File: src/rtl/ucr_params.svh
// constants for the usb control request decoder
`ifndef UCR_PARAMS_SVH
`define UCR_PARAMS_SVH
`define UCR_RT_STD_IN_EP   8'h82
`define UCR_RT_STD_DEV     8'h00
`define UCR_RT_STD_EP      8'h02
`define UCR_RT_STD_IF      8'h01
`define UCR_RT_VND_OUT     8'h40
`define UCR_RT_VND_IN      8'hc0
`define UCR_RQ_GET_STATUS  8'h00
`define UCR_RQ_SET_FEATURE 8'h03
`define UCR_RQ_SET_ADDRESS 8'h05
`define UCR_RQ_SET_CONFIG  8'h09
`define UCR_RQ_SET_IF      8'h0b
`define UCR_RQ_REG_WRITE   8'ha0
`define UCR_RQ_REG_READ    8'ha1
`define UCR_RQ_GET_STATS   8'ha2
`define UCR_EP_BULK_IN     16'h0081
`define UCR_EP_BULK_OUT    16'h0002
`define UCR_EP_INTR        16'h0083
`define UCR_FEAT_HALT      16'h0000
`define UCR_FEAT_WAKEUP    16'h0001
`define UCR_FEAT_TEST      16'h0002
`define UCR_CONFIG_ONE     16'h0001
`define UCR_LEN_STATUS     16'h0002
`define UCR_LEN_REG        16'h0004
`define UCR_LEN_RX_STATS   16'h0020
`define UCR_LEN_TX_STATS   16'h0028
`define UCR_SEL_RX         16'h0000
`define UCR_SEL_TX         16'h0001
`define UCR_RX_WORDS       4'h8
`define UCR_TX_WORDS       4'ha
`define UCR_CNT_MAX        32'hffffffff
`endif

File: src/rtl/ucr_pkg.sv
// types shared by both ends of the control request link
`default_nettype none
package ucr_pkg;
    typedef logic [7:0]  ucr_byte_t;
    typedef logic [15:0] ucr_half_t;
    typedef logic [31:0] ucr_word_t;
    // answer codes of one request
    typedef enum logic [1:0] {
        UCR_ANS_NONE  = 2'b00,
        UCR_ANS_ACK   = 2'b01,
        UCR_ANS_STALL = 2'b10
    } ucr_ans_e;
    // one setup stage
    typedef struct packed {
        ucr_byte_t req_type;
        ucr_byte_t req_code;
        ucr_half_t value;
        ucr_half_t index;
        ucr_half_t length;
    } ucr_setup_s;
endpackage
`default_nettype wire

File: src/rtl/ucr_link_if.sv
// link joining the request issuer and the request decoder
`default_nettype none
interface ucr_link_if
    import ucr_pkg::*;
    (input wire logic clk_sys_i);
    logic       setup_valid; // one-cycle setup strobe
    ucr_setup_s setup;       // setup fields
    logic       wr_valid;    // one-cycle out data word strobe
    ucr_word_t  wr_data;     // out data stage word
    logic       busy;        // decoder working on a request
    logic       rd_valid;    // one-cycle in data word strobe
    ucr_word_t  rd_data;     // in data stage word
    logic       done;        // one-cycle answer strobe
    ucr_ans_e   answer;      // ack or stall, valid with done
    modport issuer  (output setup_valid, setup, wr_valid, wr_data,
                     input  busy, rd_valid, rd_data, done, answer);
    modport decoder (input  setup_valid, setup, wr_valid, wr_data,
                     output busy, rd_valid, rd_data, done, answer);
endinterface
`default_nettype wire

File: src/rtl/ucr_device.sv
// device end: decodes control requests and answers them
`include "ucr_params.svh"
`default_nettype none
module ucr_device
    import ucr_pkg::*;
    (
    // clock and reset
    input  wire logic        clk_sys_i,
    input  wire logic        rst_n_i,
    // link
    ucr_link_if.decoder      link,
    // power and register space
    input  wire logic        pwr_normal_i,
    input  wire logic [11:0] mac_base_i,
    output logic             csr_wr_o,
    output logic             csr_rd_o,
    output logic [11:0]      csr_addr_o,
    output ucr_word_t        csr_wdata_o,
    input  wire ucr_word_t   csr_rdata_i,
    // statistics events, one bit per counter
    input  wire logic [7:0]  rx_evt_i,
    input  wire logic [9:0]  tx_evt_i,
    // device state
    output logic [6:0]       dev_addr_o,
    output logic             configured_o,
    output logic             wakeup_en_o,
    output logic             test_mode_o,
    output logic [2:0]       ep_halt_o
    );
    // states of one request
    typedef enum logic [2:0] {
        UCR_ST_IDLE  = 3'b000,
        UCR_ST_WDATA = 3'b001,
        UCR_ST_RREG  = 3'b010,
        UCR_ST_RDATA = 3'b011,
        UCR_ST_STATS = 3'b100,
        UCR_ST_DONE  = 3'b101
    } ucr_state_e;

    ucr_state_e  state_r;        // request state
    ucr_setup_s  su_r;           // latched setup
    ucr_ans_e    ans_r;          // pending answer
    logic        sel_tx_r;       // stats block chosen
    logic [3:0]  widx_r;         // stats word index
    ucr_word_t   rx_cnt_r [8];   // receive counters
    ucr_word_t   tx_cnt_r [10];  // transmit counters
    logic [7:0]  rx_clr;         // counters read this cycle
    logic [9:0]  tx_clr;

    // saturating increment, used by both counter blocks
    function automatic ucr_word_t sat_inc(input ucr_word_t v);
        return (v == `UCR_CNT_MAX) ? v : v + 32'h00000001;
    endfunction

    // endpoint index from wIndex, 3 means none
    function automatic logic [1:0] ep_sel(input ucr_half_t idx);
        unique case (idx)
            `UCR_EP_BULK_IN:  return 2'h0;
            `UCR_EP_BULK_OUT: return 2'h1;
            `UCR_EP_INTR:     return 2'h2;
            default:          return 2'h3;
        endcase
    endfunction

    logic [1:0] ep_w;            // endpoint of incoming setup
    assign ep_w = ep_sel(link.setup.index);
    logic       reg_ok_w;        // register access allowed in this power state
    assign reg_ok_w = link.setup.length == `UCR_LEN_REG &&
                      !(pwr_normal_i && link.setup.index[11:0] >= mac_base_i);

    // request sequencing
    always_ff @(posedge clk_sys_i) begin
        if (!rst_n_i) begin
            state_r       <= UCR_ST_IDLE;
            su_r          <= '0;
            ans_r         <= UCR_ANS_NONE;
            sel_tx_r      <= 1'b0;
            widx_r        <= 4'h0;
        end else begin
            unique case (state_r)
                UCR_ST_IDLE: begin
                    if (link.setup_valid) begin
                        su_r     <= link.setup;
                        sel_tx_r <= link.setup.index == `UCR_SEL_TX;
                        widx_r   <= 4'h0;
                        state_r  <= UCR_ST_DONE;
                        ans_r    <= UCR_ANS_STALL;
                        // decode type and code together
                        unique case ({link.setup.req_type, link.setup.req_code})
                            {`UCR_RT_STD_IN_EP, `UCR_RQ_GET_STATUS}: begin
                                if (link.setup.length == `UCR_LEN_STATUS &&
                                    ep_w != 2'h3) begin
                                    ans_r   <= UCR_ANS_ACK;
                                    state_r <= UCR_ST_RDATA;
                                end
                            end
                            {`UCR_RT_STD_DEV, `UCR_RQ_SET_ADDRESS}: begin
                                if (link.setup.index == 16'h0000 &&
                                    link.setup.length == 16'h0000) begin
                                    ans_r <= UCR_ANS_ACK;
                                end
                            end
                            {`UCR_RT_STD_DEV, `UCR_RQ_SET_FEATURE}: begin
                                if (link.setup.index == 16'h0000 &&
                                    (link.setup.value == `UCR_FEAT_WAKEUP ||
                                     link.setup.value == `UCR_FEAT_TEST)) begin
                                    ans_r <= UCR_ANS_ACK;
                                end
                            end
                            {`UCR_RT_STD_EP, `UCR_RQ_SET_FEATURE}: begin
                                if (link.setup.value == `UCR_FEAT_HALT &&
                                    ep_w != 2'h3) begin
                                    ans_r <= UCR_ANS_ACK;
                                end
                            end
                            {`UCR_RT_STD_DEV, `UCR_RQ_SET_CONFIG}: begin
                                if (link.setup.value == `UCR_CONFIG_ONE) begin
                                    ans_r <= UCR_ANS_ACK;
                                end
                            end
                            {`UCR_RT_STD_IF, `UCR_RQ_SET_IF}: begin
                                if (link.setup.value == 16'h0000 &&
                                    link.setup.index == 16'h0000) begin
                                    ans_r <= UCR_ANS_ACK;
                                end
                            end
                            {`UCR_RT_VND_OUT, `UCR_RQ_REG_WRITE}: begin
                                // the data word is always sent; drop it if stalled
                                state_r <= UCR_ST_WDATA;
                                if (reg_ok_w) begin
                                    ans_r <= UCR_ANS_ACK;
                                end
                            end
                            {`UCR_RT_VND_IN, `UCR_RQ_REG_READ}: begin
                                if (reg_ok_w) begin
                                    ans_r   <= UCR_ANS_ACK;
                                    state_r <= UCR_ST_RREG;
                                end
                            end
                            {`UCR_RT_VND_IN, `UCR_RQ_GET_STATS}: begin
                                if (link.setup.index == `UCR_SEL_RX ||
                                    link.setup.index == `UCR_SEL_TX) begin
                                    ans_r   <= UCR_ANS_ACK;
                                    state_r <= UCR_ST_STATS;
                                end
                            end
                            default: ;
                        endcase
                    end
                end
                UCR_ST_WDATA: if (link.wr_valid) state_r <= UCR_ST_DONE;
                UCR_ST_RREG:  state_r <= UCR_ST_RDATA; // csr answers next cycle
                UCR_ST_RDATA: state_r <= UCR_ST_DONE;
                UCR_ST_STATS: begin
                    widx_r <= widx_r + 4'h1;
                    if (widx_r == (sel_tx_r ? `UCR_TX_WORDS : `UCR_RX_WORDS) - 4'h1) begin
                        state_r <= UCR_ST_DONE;
                    end
                end
                UCR_ST_DONE:  state_r <= UCR_ST_IDLE;
                default:      state_r <= UCR_ST_IDLE;
            endcase
        end
    end

    // link outputs, all registered
    always_ff @(posedge clk_sys_i) begin
        if (!rst_n_i) begin
            link.busy     <= 1'b0;
            link.rd_valid <= 1'b0;
            link.rd_data  <= '0;
            link.done     <= 1'b0;
            link.answer   <= UCR_ANS_NONE;
        end else begin
            link.busy     <= (state_r != UCR_ST_IDLE) || link.setup_valid;
            link.done     <= state_r == UCR_ST_DONE;
            link.answer   <= (state_r == UCR_ST_DONE) ? ans_r : UCR_ANS_NONE;
            link.rd_valid <= 1'b0;
            if (state_r == UCR_ST_RDATA) begin
                link.rd_valid <= 1'b1;
                if (su_r.req_code == `UCR_RQ_GET_STATUS) begin
                    link.rd_data <= {31'h00000000, ep_halt_o[ep_sel(su_r.index)]};
                end else begin
                    link.rd_data <= csr_rdata_i;
                end
            end else if (state_r == UCR_ST_STATS) begin
                link.rd_valid <= 1'b1;
                link.rd_data  <= sel_tx_r ? tx_cnt_r[widx_r] : rx_cnt_r[widx_r[2:0]];
            end
        end
    end

    // single register access strobes
    always_ff @(posedge clk_sys_i) begin
        if (!rst_n_i) begin
            csr_wr_o    <= 1'b0;
            csr_rd_o    <= 1'b0;
            csr_addr_o  <= 12'h000;
            csr_wdata_o <= '0;
        end else begin
            csr_wr_o <= state_r == UCR_ST_WDATA && link.wr_valid &&
                        ans_r == UCR_ANS_ACK;
            csr_rd_o <= state_r == UCR_ST_RREG;
            if (link.setup_valid && state_r == UCR_ST_IDLE) begin
                csr_addr_o <= link.setup.index[11:0];
            end
            if (link.wr_valid) begin
                csr_wdata_o <= link.wr_data;
            end
        end
    end

    // word read out this cycle is cleared
    always_comb begin
        rx_clr = 8'h00;
        tx_clr = 10'h000;
        if (state_r == UCR_ST_STATS) begin
            if (sel_tx_r) tx_clr[widx_r] = 1'b1;
            else          rx_clr[widx_r[2:0]] = 1'b1;
        end
    end

    // counters: clear on read beats a same-cycle event
    // (one lost count is cheaper than a double count)
    always_ff @(posedge clk_sys_i) begin
        for (int i = 0; i < 8; i++) begin
            if (!rst_n_i || rx_clr[i]) rx_cnt_r[i] <= '0;
            else if (rx_evt_i[i])      rx_cnt_r[i] <= sat_inc(rx_cnt_r[i]);
        end
        for (int j = 0; j < 10; j++) begin
            if (!rst_n_i || tx_clr[j]) tx_cnt_r[j] <= '0;
            else if (tx_evt_i[j])      tx_cnt_r[j] <= sat_inc(tx_cnt_r[j]);
        end
    end

    // device state changes on acked requests
    always_ff @(posedge clk_sys_i) begin
        if (!rst_n_i) begin
            dev_addr_o   <= 7'h00;
            configured_o <= 1'b0;
            wakeup_en_o  <= 1'b0;
            test_mode_o  <= 1'b0;
            ep_halt_o    <= 3'b000;
        end else if (state_r == UCR_ST_DONE && ans_r == UCR_ANS_ACK) begin
            unique case (su_r.req_code)
                `UCR_RQ_SET_ADDRESS: dev_addr_o <= su_r.value[6:0];
                `UCR_RQ_SET_CONFIG:  configured_o <= 1'b1;
                `UCR_RQ_SET_FEATURE: begin
                    if (su_r.req_type == `UCR_RT_STD_EP) begin
                        ep_halt_o[ep_sel(su_r.index)] <= 1'b1;
                    end else if (su_r.value == `UCR_FEAT_WAKEUP) begin
                        wakeup_en_o <= 1'b1;
                    end else begin
                        test_mode_o <= 1'b1;
                    end
                end
                default: ;
            endcase
        end
    end
endmodule
`default_nettype wire

File: src/flat_wrapper.sv
// flat-port wrapper written by rule: the top's interface ports become plain ports
module ucr_device_flat import ucr_pkg::*;
  (clk_sys_i, rst_n_i, pwr_normal_i, mac_base_i, csr_wr_o, csr_rd_o, csr_addr_o, csr_wdata_o, csr_rdata_i, rx_evt_i, tx_evt_i, dev_addr_o, configured_o, wakeup_en_o, test_mode_o, ep_halt_o, link_setup_valid, link_setup, link_wr_valid, link_wr_data, link_busy, link_rd_valid, link_rd_data, link_done, link_answer);
  ucr_link_if link_i (.clk_sys_i(clk_sys_i));
  input  wire logic clk_sys_i;
  input  wire logic rst_n_i;
  input  wire logic pwr_normal_i;
  input  wire logic [11:0] mac_base_i;
  output logic csr_wr_o;
  output logic csr_rd_o;
  output logic [11:0] csr_addr_o;
  output ucr_word_t csr_wdata_o;
  input  wire ucr_word_t csr_rdata_i;
  input  wire logic [7:0] rx_evt_i;
  input  wire logic [9:0] tx_evt_i;
  output logic [6:0] dev_addr_o;
  output logic configured_o;
  output logic wakeup_en_o;
  output logic test_mode_o;
  output logic [2:0] ep_halt_o;
  input wire logic [$bits(link_i.setup_valid)-1:0] link_setup_valid;
  input wire logic [$bits(link_i.setup)-1:0] link_setup;
  input wire logic [$bits(link_i.wr_valid)-1:0] link_wr_valid;
  input wire logic [$bits(link_i.wr_data)-1:0] link_wr_data;
  output wire logic [$bits(link_i.busy)-1:0] link_busy;
  output wire logic [$bits(link_i.rd_valid)-1:0] link_rd_valid;
  output wire logic [$bits(link_i.rd_data)-1:0] link_rd_data;
  output wire logic [$bits(link_i.done)-1:0] link_done;
  output wire logic [$bits(link_i.answer)-1:0] link_answer;
  assign link_i.setup_valid = link_setup_valid;
  assign link_i.setup = link_setup;
  assign link_i.wr_valid = link_wr_valid;
  assign link_i.wr_data = link_wr_data;
  assign link_busy = link_i.busy;
  assign link_rd_valid = link_i.rd_valid;
  assign link_rd_data = link_i.rd_data;
  assign link_done = link_i.done;
  assign link_answer = link_i.answer;
  ucr_device u_core (.clk_sys_i(clk_sys_i), .rst_n_i(rst_n_i), .link(link_i), .pwr_normal_i(pwr_normal_i), .mac_base_i(mac_base_i), .csr_wr_o(csr_wr_o), .csr_rd_o(csr_rd_o), .csr_addr_o(csr_addr_o), .csr_wdata_o(csr_wdata_o), .csr_rdata_i(csr_rdata_i), .rx_evt_i(rx_evt_i), .tx_evt_i(tx_evt_i), .dev_addr_o(dev_addr_o), .configured_o(configured_o), .wakeup_en_o(wakeup_en_o), .test_mode_o(test_mode_o), .ep_halt_o(ep_halt_o));
endmodule
File: config.mk
export PLATFORM = sky130hd
export DESIGN_NAME = ucr_device_flat
export DESIGN_NICKNAME = d
export VERILOG_FILES = /design/src/rtl/ucr_pkg.sv /design/src/rtl/ucr_link_if.sv /design/src/rtl/ucr_device.sv /design/src/flat_wrapper.sv
export VERILOG_INCLUDE_DIRS = /design/src /design/src/rtl
export SDC_FILE = /design/constraint.sdc
export NUM_CORES = 2
export LEC_CHECK = 0
export BUFFER_PORTS_ARGS = -buffer_cell sky130_fd_sc_hd__buf_2
export CAP_MARGIN = 10
export CORE_ASPECT_RATIO = 0.6
export CORE_MARGIN = 1
export CORE_UTILIZATION = 60
export CTS_CLUSTER_DIAMETER = 80
export DETAILED_ROUTE_END_ITERATION = 16
export PLACE_DENSITY = 0.81
export SLEW_MARGIN = 20
export SYNTH_ARGS = -nofsm -noshare
export SYNTH_HDL_FRONTEND = slang
export SYNTH_SLANG_ARGS = --single-unit
File: constraint.sdc
create_clock -name clk_sys_i -period 8.9 [get_ports clk_sys_i]
set_input_delay 1.78 -clock clk_sys_i [delete_from_list [all_inputs] [get_ports clk_sys_i]]
set_output_delay 1.78 -clock clk_sys_i [all_outputs]
set_load 0.05 [all_outputs]
==> results.tsv <==
stage	metric	value	unit
outcome	outcome	finished clean	
die	IO Count	259	
timing	Worst Tran Pin Value	1191	ps
timing	worst rel slew slack	0.2042	
cells_and_area	fraction of layout cells with a size suffix above 1	0.1425	
timing	pins over their slew limit	0	
setup_path	crit path capture type	register	
clock_network	cts bufs inserted	70	
timing	Hold Slack	458.4	ps
cells_and_area	Sequential Area	20230	µm²
setup_path	Worst setup SP type	input pin	
timing	RSZ-0062 raised after global routing	false	
pwr	switch share	0.3245	
job	MaxCap Viol Count	0	
global_route	gr usage total	0.3492	
timing	Fin. Hold Viols	0	
cells_and_area	commonest non-fill, non-tap cells in the layout	784 x nor2_1, 576 x edfxtp_1, 370 x nand2_1	
timing	crit share post-route	0.4619	
detailed_routing	DRT Pass-1 Iters	7	
logic_synthesis	Yosys warnings	0	
detailed_routing	initial DRC count	5112	
clock_network	CTS sink count	722	
timing	Final min period	4111	ps
clock_network	htree depth	3	
global_route	first-pass GRT wire length	181800	µm
cells_and_area	Layout Nets	4343	
clock_network	Clk Latency, worst-skew pair	650	ps
placement	dpl hpwl	91010	µm
logic_synthesis	Yosys reg bits	722	
clock_network	clock transition at the registers of the reported paths	70	ps
clock_network	CTS tree	built	
cells_and_area	area delta synth->final	10.25	%
detailed_routing	DRC	0	
die	core area	66950	µm²
die	Initial Utilization	0.6131	
clock_network	post-cts sizing count	0	
logic_synthesis	FFs w/ async S/R, synth	0	
timing	Final Skew	31.70	ps
global_route	grt total ovfl	0	
pwr	VDD IR max	0.1564	mV
detailed_routing	post-DR wirelength/cell	24.07	µm
global_route	antenna violations before repair	8	
logic_synthesis	Synth Cell Area	41050	µm²
pwr	register share of total power	0.471	
logic_synthesis	leading area contributor after synthesis	edfxtp_1	
logic_synthesis	Mapped Nets	4164	
clock_network	CTS root buffer	clkbuf_16	
hold_path	worst hold path class	reg -> reg	
timing	Fin Setup TNS	0	ps
setup_path	Setup Crit Path Kind	in -> reg	
cells_and_area	Multi-input gate area	19760	µm²
pwr	Internal Power	6.370	mW
logic_synthesis	Cells after Synth	3967	
clock_network	CTS Buffer Depth	3	
pwr	PwrDens	208.4	nW/µm²
setup_path	Slowest Stage Delay on Critical Path	830	ps
cells_and_area	commonest non-fill, non-tap cell in the layout	nor2_1	
detailed_routing	WL final	123000	µm
detailed_routing	via density per instance	6.415	
setup_path	cells along the critical path	buf_2 > buf_4 > inv_4 > buf_4 > nor2_1 > nand2_1 > nor2_1	
logic_synthesis	number of distinct library cells after synthesis	63	
pwr	Pleak	16.00	nW
setup_path	arrival time at the worst endpoint	4460	ps
placement	gp weighted congestion	1.006	
die	die area	69500	µm²
logic_synthesis	sequential area share after synthesis	0.4926	
setup_path	Req. time, crit path	9250	ps
logic_synthesis	Avg Cell Area, Syn	10.35	µm²
logic_synthesis	dominant synthesized flop cell	edfxtp_1	
pwr	switching power of the nets	3.060	mW
logic_synthesis	synth top area cells	edfxtp_1 42%, nor2_1 7.2%, dfxtp_1 7.1%	
detailed_routing	via count	32768	
logic_synthesis	top cell type's share of synthesized area	0.4214	
timing	Fmax	243.2	MHz
die	Die Ht	204.6	µm
setup_path	Worst path slowest cell	buf_4	
placement	PortBufs	258	
pwr	Tot Pwr	9.430	mW
pwr	clock network fraction of design power	0.331	
die	Cell Rows	73	
clock_network	hold buffers post-CTS	0	
die	Die X	339.7	µm
global_route	pin count of the biggest net entering global routing	104	
setup_path	crit path max fanout	103	
logic_synthesis	Post-synth EDFFs	576	
cells_and_area	fillers	4968	
clock_network	Post-CTS Setup Repair Bufs	0	
timing	endpoints failing setup	0	
pwr	Gate power share	0.197	
global_route	vias in the first global route	29244	
detailed_routing	Final ANT Viol Nets	0	
[metrics by stage]
stage	instances	utilization	setup WS, ps	area, µm²
final	5108	0.6760	4789	45260
after global routing	5107	0.6759	4594	45250
after CTS	5103	0.6756	4829	45230
after detailed placement	4974	0.6408	4142	42900
after global placement	4974	0.6407	4235	42900
after floorplan	3967	-	5099	41050
[routing by layer]
layer  vias to the layer above  GRT usage  wire [µm]
met3                       215     0.1542      23020
met1                     15599     0.5234      49010
li1                      14561          -          -
met5                         -          0         28
met2                      2389     0.4442      47150
met4                         4     0.1084       3755
[power groups by stage]
| stage | logic, mW | clock network [mW] | registers (mW) |
|---|---|---|---|
| after global routing | 1.95 | 3.25 | 4.47 |
| final | 1.86 | 3.12 | 4.45 |
| after floorplan | 1.12 | 0 | 4.46 |
| after CTS | 1.81 | 3.12 | 4.41 |
| after global placement | 1.77 | 0 | 4.46 |
| after detailed placement | 1.80 | 0 | 4.47 |
[path summary, 6_finish.rpt]
| path | cells after the start | startpoint | endpoint | slack (ps) |
|---|---|---|---|---|
| worst max register to register | 7 | register | u_core.link.rd_data[22]$_SDFFE_PN0P_ | 4950 |
| worst max-delay path | 7 | rst_n_i | u_core.rx_cnt_r[0][29]$_SDFFCE_PN0P_ | 4790 |
| worst min register to register | 2 | u_core.su_r[31]$_SDFFE_PN0P_ | u_core.su_r[31]$_SDFFE_PN0P_ | 460 |
| worst min-delay path | 2 | u_core.su_r[31]$_SDFFE_PN0P_ | u_core.su_r[31]$_SDFFE_PN0P_ | 460 |
[layout make-up]
type | instances | share of cell area
flip-flops and latches | 722 | 0.4470
multi-input cells | 2996 | 0.4366
clock buffers | 86 | 0.04094
repair buffers | 293 | 0.03434
well taps | 900 | 0.02488
clock inverters | 43 | 0.01062
inverters | 63 | 0.005280
diodes | 5 | 0.0002765
[Yosys cell counts, drive strengths merged (20+ instances only)]
master / count
a211oi: 46
a21oi: 134
and2: 26
and3: 124
and4: 42
buf: 84
clkbuf: 102
dfxtp: 146
edfxtp: 576
ha: 34
inv: 63
mux2: 20
mux2i: 85
mux4: 128
nand2: 378
nand3: 206
nand4: 115
nor2: 787
nor2b: 45
nor3: 65
nor4: 46
o21ai: 65
or3: 27
xnor2: 208
xor2: 318
[worst max-delay path: cells and delay by family]
kind,cells,cell delay (ps)
buf+inv,4,1420
simple gates,3,1140
[cells by family after synthesis]
group	Yosys count	synth area share
DFF	722	0.4926
xor gates and xnor gates	526	0.1122
AOI/OAI and AO/OA	295	0.04270
buffers and inverters	249	0.02649
muxes	233	0.09644
and+or+nand+nor	1908	0.2192
adders and majority gates	34	0.01036
[flip-flops by register name (all words and copies together) (netlist names), 2 cells and up, named ones only]
signal,count
u_core.tx_cnt_r,320
u_core.rx_cnt_r,256
u_core.su_r,37
u_core.csr_wdata_o,32
u_core.link.rd_data,32
u_core.csr_addr_o,11
u_core.dev_addr_o,7
u_core.widx_r,4
u_core.ep_halt_o,3
u_core.state_r,3
u_core.ans_r,2
u_core.link.answer,2
No activity file was read; power rests on OpenSTA's default activity.
